### src/include/emb_params.svh
`ifndef EMB_PARAMS_SVH
`define EMB_PARAMS_SVH
// Address and data widths of the external bus
`define EMB_ADDR_W 23
`define EMB_DATA_W 16
// On-chip ROM window: top 16K words of the 64K program page
`define EMB_ROM_BASE 16'hc000
`define EMB_ROM_HI_BITS 2
// Reset values of the control outputs
`define EMB_SEL_IDLE 3'h7
`define EMB_STRB_IDLE 1'h1
`define EMB_DIR_READ 1'h1
// Hold request synchroniser idles at the released level of its pin
`define EMB_HOLD_SYNC_IDLE 2'h3
`endif

### src/include/emb_pkg.sv
package emb_pkg;
    typedef enum logic [1:0] {
        EMB_SP_DATA,
        EMB_SP_PROG,
        EMB_SP_IO
    } emb_space_t;

    typedef enum {
        EMB_IDLE,
        EMB_ADDR,
        EMB_WAIT,
        EMB_HOLD
    } emb_state_t;

    typedef struct packed {
        logic [22:0] addr;
        logic [15:0] wdata;
        logic write;
        emb_space_t space;
    } emb_req_t;

    typedef struct packed {
        logic [2:0] sel_n;
        logic strobe_n;
        logic rd_wr;
        logic [22:0] addr;
        logic [15:0] wdata;
        logic data_oe;
    } emb_bus_t;

    typedef struct packed {
        emb_state_t st;
        emb_bus_t bus;
        logic [15:0] rdata;
        logic done;
        logic holda;
        logic mode_latched;
        logic mode_bit;
        logic rst_seen;
        logic [1:0] ready_sync;
        logic [1:0] hold_sync;
    } emb_state_s_t;
endpackage : emb_pkg

### src/hdl/emb_ctrl.sv
// How it works
// - The three space selects idle high and only the one for the addressed space goes low.
// - A space select is low only while a valid address is driven on the bus.
// - The space selects float in hold and while the output-float input is low.
// - The memory strobe idles high and goes low only for data or program accesses.
// - The memory strobe floats in hold and while the output-float input is low.
// - The external ready input marks when the current access may complete.
// - The direction line idles high for read and goes low only during a write.
// - The direction line floats in hold and while the output-float input is low.
// - Mode pin low at reset maps the internal ROM into the top 16K words of the first program page.
// - Mode pin high at reset removes the ROM so those addresses go external.
// - The mode pin is caught only during reset and a mode bit may later override it.
// - An asserted hold request is acknowledged and all bus outputs float on that same edge.
`timescale 1ns/1ps
`include "emb_params.svh"
module emb_ctrl (
    input wire logic ref_clk,
    input wire logic rst_n,
    input wire logic rom_map_mode_pin,
    input wire logic ready,
    input wire logic hold_n,
    input wire logic off_n,
    input wire logic mode_wr,
    input wire logic mode_wdata,
    input wire logic req_valid,
    output logic req_ready,
    input wire emb_pkg::emb_req_t req,
    output logic done,
    output logic [15:0] rdata,
    output logic rom_hit,
    output logic microcomputer_mode,
    output logic holda_n,
    output logic [2:0] space_sel_o,
    output logic [2:0] space_sel_oe,
    output logic memory_strobe_o,
    output logic memory_strobe_oe,
    output logic rd_wr_o,
    output logic rd_wr_oe,
    output logic [22:0] addr_o,
    output logic addr_oe,
    output logic [15:0] data_o,
    output logic data_oe,
    input wire logic [15:0] data_i
);
    emb_pkg::emb_state_s_t s;
    emb_pkg::emb_state_s_t next_s;
    logic ready_s;
    logic hold_s;
    logic float_all;
    logic [1:0] mode_pin_sync;

    // ROM occupies the top 16K words of the first program page
    function automatic logic in_rom(input logic [22:0] a);
        in_rom = (a[22:16] == 7'h00) && (a[15:0] >= `EMB_ROM_BASE);
    endfunction : in_rom

    ////////////////////////////////////////////////////////////////////////////
    assign ready_s = s.ready_sync[1];
    assign hold_s = ~s.hold_sync[1];
    // Off is asynchronous by nature, so it gates the enables without a clock
    assign float_all = s.holda | ~off_n;

    // Strap sampler runs through reset so the pin level is settled at release
    always_ff @(posedge ref_clk) begin
        mode_pin_sync <= {mode_pin_sync[0], rom_map_mode_pin};
    end

    assign microcomputer_mode = ~s.mode_bit;
    assign rom_hit = req_valid && req.space == emb_pkg::EMB_SP_PROG &&
        ~s.mode_bit && in_rom(req.addr);
    assign req_ready = (s.st == emb_pkg::EMB_IDLE) && ~hold_s && ~rom_hit;
    assign done = s.done;
    assign rdata = s.rdata;
    assign holda_n = ~s.holda;
    assign space_sel_o = s.bus.sel_n;
    assign space_sel_oe = {3{~float_all}};
    assign memory_strobe_o = s.bus.strobe_n;
    assign memory_strobe_oe = ~float_all;
    assign rd_wr_o = s.bus.rd_wr;
    assign rd_wr_oe = ~float_all;
    assign addr_o = s.bus.addr;
    assign addr_oe = ~float_all;
    assign data_o = s.bus.wdata;
    assign data_oe = s.bus.data_oe & ~float_all;

    ////////////////////////////////////////////////////////////////////////////
    always_comb begin
        next_s = s;
        next_s.done = 1'b0;
        next_s.ready_sync = {s.ready_sync[0], ready};
        next_s.hold_sync = {s.hold_sync[0], hold_n};
        // First edge after release takes the pin; later only software changes it
        if (!s.rst_seen) begin
            next_s.rst_seen = 1'b1;
            next_s.mode_bit = mode_pin_sync[1];
        end else if (mode_wr) begin
            next_s.mode_bit = mode_wdata;
        end
        case (s.st)
            emb_pkg::EMB_IDLE: begin
                if (hold_s) begin
                    next_s.holda = 1'b1;
                    next_s.st = emb_pkg::EMB_HOLD;
                end else if (req_valid && req_ready) begin
                    next_s.bus.addr = req.addr;
                    next_s.bus.wdata = req.wdata;
                    next_s.bus.sel_n = `EMB_SEL_IDLE;
                    next_s.bus.sel_n[req.space] = 1'b0;
                    next_s.bus.strobe_n = (req.space == emb_pkg::EMB_SP_IO);
                    next_s.bus.rd_wr = ~req.write;
                    next_s.bus.data_oe = req.write;
                    next_s.st = emb_pkg::EMB_ADDR;
                end
            end
            emb_pkg::EMB_ADDR: begin
                next_s.st = emb_pkg::EMB_WAIT;
            end
            emb_pkg::EMB_WAIT: begin
                // Bus stays frozen until ready is seen high
                if (ready_s) begin
                    next_s.rdata = data_i;
                    next_s.done = 1'b1;
                    next_s.bus.sel_n = `EMB_SEL_IDLE;
                    next_s.bus.strobe_n = `EMB_STRB_IDLE;
                    next_s.bus.rd_wr = `EMB_DIR_READ;
                    next_s.bus.data_oe = 1'b0;
                    next_s.st = emb_pkg::EMB_IDLE;
                end
            end
            emb_pkg::EMB_HOLD: begin
                if (!hold_s) begin
                    next_s.holda = 1'b0;
                    next_s.st = emb_pkg::EMB_IDLE;
                end
            end
            default: begin
                next_s.st = emb_pkg::EMB_IDLE;
            end
        endcase
    end

    always_ff @(posedge ref_clk or negedge rst_n) begin
        if (!rst_n) begin
            s <= '0;
            s.st <= emb_pkg::EMB_IDLE;
            s.bus.sel_n <= `EMB_SEL_IDLE;
            s.bus.strobe_n <= `EMB_STRB_IDLE;
            s.bus.rd_wr <= `EMB_DIR_READ;
            // A cleared hold synchroniser would fake a hold request at release
            s.hold_sync <= `EMB_HOLD_SYNC_IDLE;
        end else begin
            s <= next_s;
        end
    end

    ////////////////////////////////////////////////////////////////////////////
    a_sel_onehot: assert property (@(posedge ref_clk) disable iff (!rst_n)
        $countones(~s.bus.sel_n) <= 1)
        else $error("more than one space select low");
    a_sel_addr_valid: assert property (@(posedge ref_clk) disable iff (!rst_n)
        (s.bus.sel_n != `EMB_SEL_IDLE) |-> (s.st inside {emb_pkg::EMB_ADDR, emb_pkg::EMB_WAIT}))
        else $error("space select low outside an access");
    a_float_hold: assert property (@(posedge ref_clk) disable iff (!rst_n)
        s.holda |-> (space_sel_oe == 3'h0 && !memory_strobe_oe && !rd_wr_oe && !addr_oe))
        else $error("outputs driven in hold");
    a_strobe_io: assert property (@(posedge ref_clk) disable iff (!rst_n)
        !s.bus.strobe_n |-> s.bus.sel_n[emb_pkg::EMB_SP_IO])
        else $error("memory strobe on io access");
    a_strobe_float: assert property (@(posedge ref_clk) disable iff (!rst_n)
        !off_n |-> !memory_strobe_oe)
        else $error("strobe driven while off low");
    a_ready_done: assert property (@(posedge ref_clk) disable iff (!rst_n)
        (s.st == emb_pkg::EMB_WAIT && ready_s) |=> done)
        else $error("ready did not end the cycle");
    a_dir_write: assert property (@(posedge ref_clk) disable iff (!rst_n)
        !s.bus.rd_wr |-> s.bus.data_oe)
        else $error("direction low without a write");
    a_dir_float: assert property (@(posedge ref_clk) disable iff (!rst_n)
        (!off_n || s.holda) |-> !rd_wr_oe)
        else $error("direction driven while floated");
    a_rom_internal: assert property (@(posedge ref_clk) disable iff (!rst_n)
        (rom_hit) |-> !req_ready)
        else $error("rom access went external");
    a_hold_ack: assert property (@(posedge ref_clk) disable iff (!rst_n)
        (s.st == emb_pkg::EMB_IDLE && hold_s) |=> s.holda)
        else $error("hold not acknowledged");
    a_wait_stable: assert property (@(posedge ref_clk) disable iff (!rst_n)
        (s.st == emb_pkg::EMB_WAIT && !ready_s) |=> $stable(s.bus))
        else $error("bus changed during wait");

    ////////////////////////////////////////////////////////////////////////////
    // Float, mode and phase checks
    a_sel_float_off: assert property (@(posedge ref_clk) disable iff (!rst_n)
        !off_n |-> (space_sel_oe == 3'h0))
        else $error("space selects driven while off low");
    a_bus_float: assert property (@(posedge ref_clk) disable iff (!rst_n)
        s.holda |-> (!addr_oe && !data_oe))
        else $error("address or data driven in hold");
    a_hold_state: assert property (@(posedge ref_clk) disable iff (!rst_n)
        (s.st == emb_pkg::EMB_HOLD) |-> (s.holda && !holda_n))
        else $error("hold state without acknowledge");
    a_rom_window: assert property (@(posedge ref_clk) disable iff (!rst_n)
        (req_valid && req.space == emb_pkg::EMB_SP_PROG && s.mode_bit) |-> !rom_hit)
        else $error("rom claimed in microprocessor mode");
    a_mode_sample: assert property (@(posedge ref_clk) disable iff (!rst_n)
        !s.rst_seen |=> (s.mode_bit == $past(mode_pin_sync[1])))
        else $error("mode not taken from the strap");
    a_mode_frozen: assert property (@(posedge ref_clk) disable iff (!rst_n)
        (s.rst_seen && !mode_wr) |=> $stable(s.mode_bit))
        else $error("mode changed without a write");
    a_done_pulse: assert property (@(posedge ref_clk) disable iff (!rst_n)
        done |=> !done)
        else $error("done longer than one cycle");
    a_idle_quiet: assert property (@(posedge ref_clk) disable iff (!rst_n)
        (s.st inside {emb_pkg::EMB_IDLE, emb_pkg::EMB_HOLD}) |->
            (s.bus.rd_wr && s.bus.strobe_n && s.bus.sel_n == `EMB_SEL_IDLE))
        else $error("control lines active while idle");
    a_strobe_mem: assert property (@(posedge ref_clk) disable iff (!rst_n)
        (s.st == emb_pkg::EMB_ADDR && s.bus.sel_n[emb_pkg::EMB_SP_IO]) |-> !s.bus.strobe_n)
        else $error("memory access without strobe");
    a_refuse_busy: assert property (@(posedge ref_clk) disable iff (!rst_n)
        (s.st != emb_pkg::EMB_IDLE) |-> !req_ready)
        else $error("request accepted while busy");
    a_addr_phase: assert property (@(posedge ref_clk) disable iff (!rst_n)
        (s.st == emb_pkg::EMB_ADDR) |=> (s.st == emb_pkg::EMB_WAIT))
        else $error("address phase not followed by wait");
endmodule : emb_ctrl

### config.mk
export PLATFORM = sky130hd
export DESIGN_NAME = emb_ctrl
export DESIGN_NICKNAME = d
export VERILOG_FILES = /design/src/include/emb_pkg.sv /design/src/hdl/emb_ctrl.sv
export VERILOG_INCLUDE_DIRS = /design/src /design/src/include
export SDC_FILE = /design/constraint.sdc
export NUM_CORES = 1
export LEC_CHECK = 0
export ABC_CLOCK_PERIOD_IN_PS = 3000
export BUFFER_PORTS_ARGS = -buffer_cell sky130_fd_sc_hd__buf_2
export CORE_MARGIN = 3
export CORE_UTILIZATION = 45
export CTS_CLUSTER_DIAMETER = 150
export DETAILED_ROUTE_END_ITERATION = 6
export PLACE_DENSITY_LB_ADDON = 0.05
export RECOVER_POWER = 100
export REMOVE_ABC_BUFFERS = 1
export SLEW_MARGIN = 20
export SYNTH_ARGS = -nofsm -noshare
export SYNTH_HDL_FRONTEND = slang
export SYNTH_SLANG_ARGS = --single-unit
export TNS_END_PERCENT = 1
### constraint.sdc
create_clock -name ref_clk -period 3 [get_ports ref_clk]
set_clock_uncertainty 0.2 [all_clocks]
set_input_delay 0.15 -clock ref_clk [delete_from_list [all_inputs] [get_ports ref_clk]]
set_output_delay 0.15 -clock ref_clk [all_outputs]
set_load 0.01 [all_outputs]
==> impl_metrics.env <==
export IMPL_violations="hold timing, capacitance limit, slew limit"
export IMPL_port_buffers=138
export IMPL_die_y_um=93.6
export IMPL_grt_pass1_wl_um=11800
export IMPL_ant_nets=0
export IMPL_slowest_stage="or4b_1"
export IMPL_final_area_sq_um=4310
export IMPL_slew_violations=72
export IMPL_post_place_ws_ns=0.539
export IMPL_cts_root_buffer="clkbuf_8"
export IMPL_grt_pass1_vias=2422
export IMPL_synth_top_cells_by_count="dfrtp_1 (64), buf_4 (63), nand2_1 (52)"
export IMPL_startpoint="req[36]"
export IMPL_path_max_fanout=11
export IMPL_required_ns=3.02
export IMPL_synth_edff_count=0
export IMPL_synth_cell_types=28
export IMPL_synth_area_leaders="dfrtp_1 (46%), mux2_4 (15%), buf_4 (14%), nand2_1 (5.7%), dfstp_2 (5.3%)"
export IMPL_finalCritPeriodShare=0.843
export IMPL_drc=0
export IMPL_tightest_slew_ns=1.72
export IMPL_cts_setup_buffers=0
export IMPL_rr_startpoint="s[5]"
export IMPL_tritoncts="done"
export IMPL_vias_per_cell=4.35
export IMPL_crit_path_end_kind="flop"
export IMPL_min_period_ns=2.53
export IMPL_clockBufferDepth=2
export IMPL_fin_hold_ws_ns=-0.00286
export IMPL_drive_above_1_share=0.238
export IMPL_power_total_mw=3.63
export IMPL_grt_max_degree=72
export IMPL_post_route_util=0.587
export IMPL_first_pass_iters=4
export IMPL_min_from="req[0]"
export IMPL_grt_remaining_overflow=0
export IMPL_max_cap_viol_count=1
export IMPL_peakVddDrop_v=0.000443
export IMPL_antenna_cells=0
export IMPL_synth_top_cell_area_share=0.464
export IMPL_htreeDepth=3
export IMPL_core_sq_um=7330
export IMPL_worstPathArrival_ns=2.55
export IMPL_ys_seq_area_frac=0.529
export IMPL_fin_tns_setup_ns=0
export IMPL_clk_pin_slew_ns=0.08
export IMPL_report_final_setup_viol=0
export IMPL_syn_avg_cell_area_sq_um=12.4
export IMPL_routedWlPerCell_um=13.3
export IMPL_cp_start_kind="input pin"
export IMPL_nNetsFinal=487
export IMPL_async_flop_share=0.973
export IMPL_cp_cell_sequence="dlygate4sd3_1 -> buf_2 -> or4b_1 -> nor4_4 -> or4b_4 -> buf_4 -> mux2_2"
export IMPL_drt_total_wl_um=6980
export IMPL_synth_most_common_cell="dfrtp_1"
export IMPL_pin_count=139
export IMPL_finalNonFillerCells=524
export IMPL_syn_inst=278
export IMPL_max_clock_freq_ghz=0.395
export IMPL_status="finished with violations"
export IMPL_synth_flop_cell="dfrtp_1"
export IMPL_cts_sinks=73
export IMPL_ys_ff_latch=73
export IMPL_ys_warnings_count=0
export IMPL_slowest_delay_ns=0.57
export IMPL_dp_hpwl_um=4430
export IMPL_syn_area_sq_um=3450
export IMPL_grt_use_total=0.172
export IMPL_vias=2279
export IMPL_drtIter0Drc=44
export IMPL_hold_viol_final=1
export IMPL_die_area_sq_um=8750
export IMPL_critPathKind="input pin to flop"
export IMPL_yosys_area_top_type="dfrtp_1"
export IMPL_relSlewSlack=-0.144
export IMPL_cts_buffers=9
export IMPL_area_growth_pct=24.8
export IMPL_static_leakage_power_nw=2.05
export IMPL_grt_antenna_before_repair=0
export IMPL_placementRows=31
export IMPL_hp_class="input pin to flop"
export IMPL_setup_ws_ns=0.471
export IMPL_fp_dieW_um=93.6
export IMPL_post_place_cells=444
export IMPL_clkLatencyLatePin_ns=0.33
export IMPL_place_congestion=0.720
export IMPL_placed_cell_area_sq_um=3710
export IMPL_rsz0062_at_grt="no"
export IMPL_start_util=0.471
export IMPL_powerDensity_nw_per_um2=844
## power breakdown
group | internal [mW] | switching, mW
sequential | 1.44 | 0.253
combinational | 0.564 | 0.723
clock | 0.299 | 0.354
## metal layers
metal | share of wire | GRT usage | up-vias | wire, um
li1 | - | - | 1115 | -
met1 | 0.44 | 0.223 | 1060 | 3060
met2 | 0.48 | 0.277 | 92 | 3320
met3 | 0.070 | 0.0418 | 12 | 490
met4 | 0.016 | 0.0674 | 0 | 114
met5 | 0 | 0 | - | 0
## worst paths after layout
check	to	slack (ns)	cells after the start
max	addr_o[21]	0.47	7
min	space_sel_o[2]	-0.003	3
max reg2reg	addr_o[21]	0.61	5
min reg2reg	mode_pin_sync[1]	0.13	0
max in group asynchronous	rdata[12]	0.97	2
min in group asynchronous	data_o[11]	0.62	2
## flip-flops by register name, summed over array words and instances (netlist names)
register,cells
rdata,16
data_o,16
s,7
memory_strobe_o,1
addr_o,23
ready_s,1
next_s,2
rd_wr_o,1
done,1
mode_pin_sync,2
space_sel_o,3
## critical path: cells and delay by family
kind                   cells  cell delay, ns
AND/OR/NAND/NOR            3            1.16
buffers and inverters      3            0.88
multiplexers               1            0.35
## cells in the final DEF, fill, tap and decap left out, types with 2 or more instances in the layout
cell type / count
clkbuf_1: 72
buf_2: 67
dfrtp_1: 64
dlygate4sd3_1: 64
nand2_1: 52
mux2_1: 33
clkbuf_8: 9
nor2_1: 7
mux2_2: 6
dfstp_2: 6
mux2i_1: 5
inv_1: 4
a21oi_1: 4
nand2b_1: 3
mux2_4: 2
o21ai_0: 2
clkinvlp_4: 2
clkinv_2: 2
dfxtp_1: 2
## final cells by class
cell class	instances	area, sq um
clock buffers	11	131
flip-flops and latches	73	1830
repair buffers	204	1270
fillers	683	3020
well taps	99	124
inverters	4	15.0
multi-input cells	128	906
clock inverters	5	33.8
## cells by family (layout without fill, tap and decap cells)
| logic type | Yosys count | count (layout) | synth area share |
|---|---|---|---|
| and+or+nand+nor | 73 | 73 | 0.0969 |
| xor gates and xnor gates | 1 | 1 | 0.00254 |
| AOI/OAI and AO/OA | 7 | 7 | 0.0105 |
| DFF | 73 | 73 | 0.529 |
| muxes | 46 | 46 | 0.186 |
| buffers and inverters | 77 | 224 | 0.173 |
| other | 1 | 1 | 0.00109 |
## timing repair
item / CTS / global route
hold endpoints to repair: 126 / 0
hold buffers: 64 / 0
gates resized for setup: 0 / 0
Power figures use the tool's default switching activity.
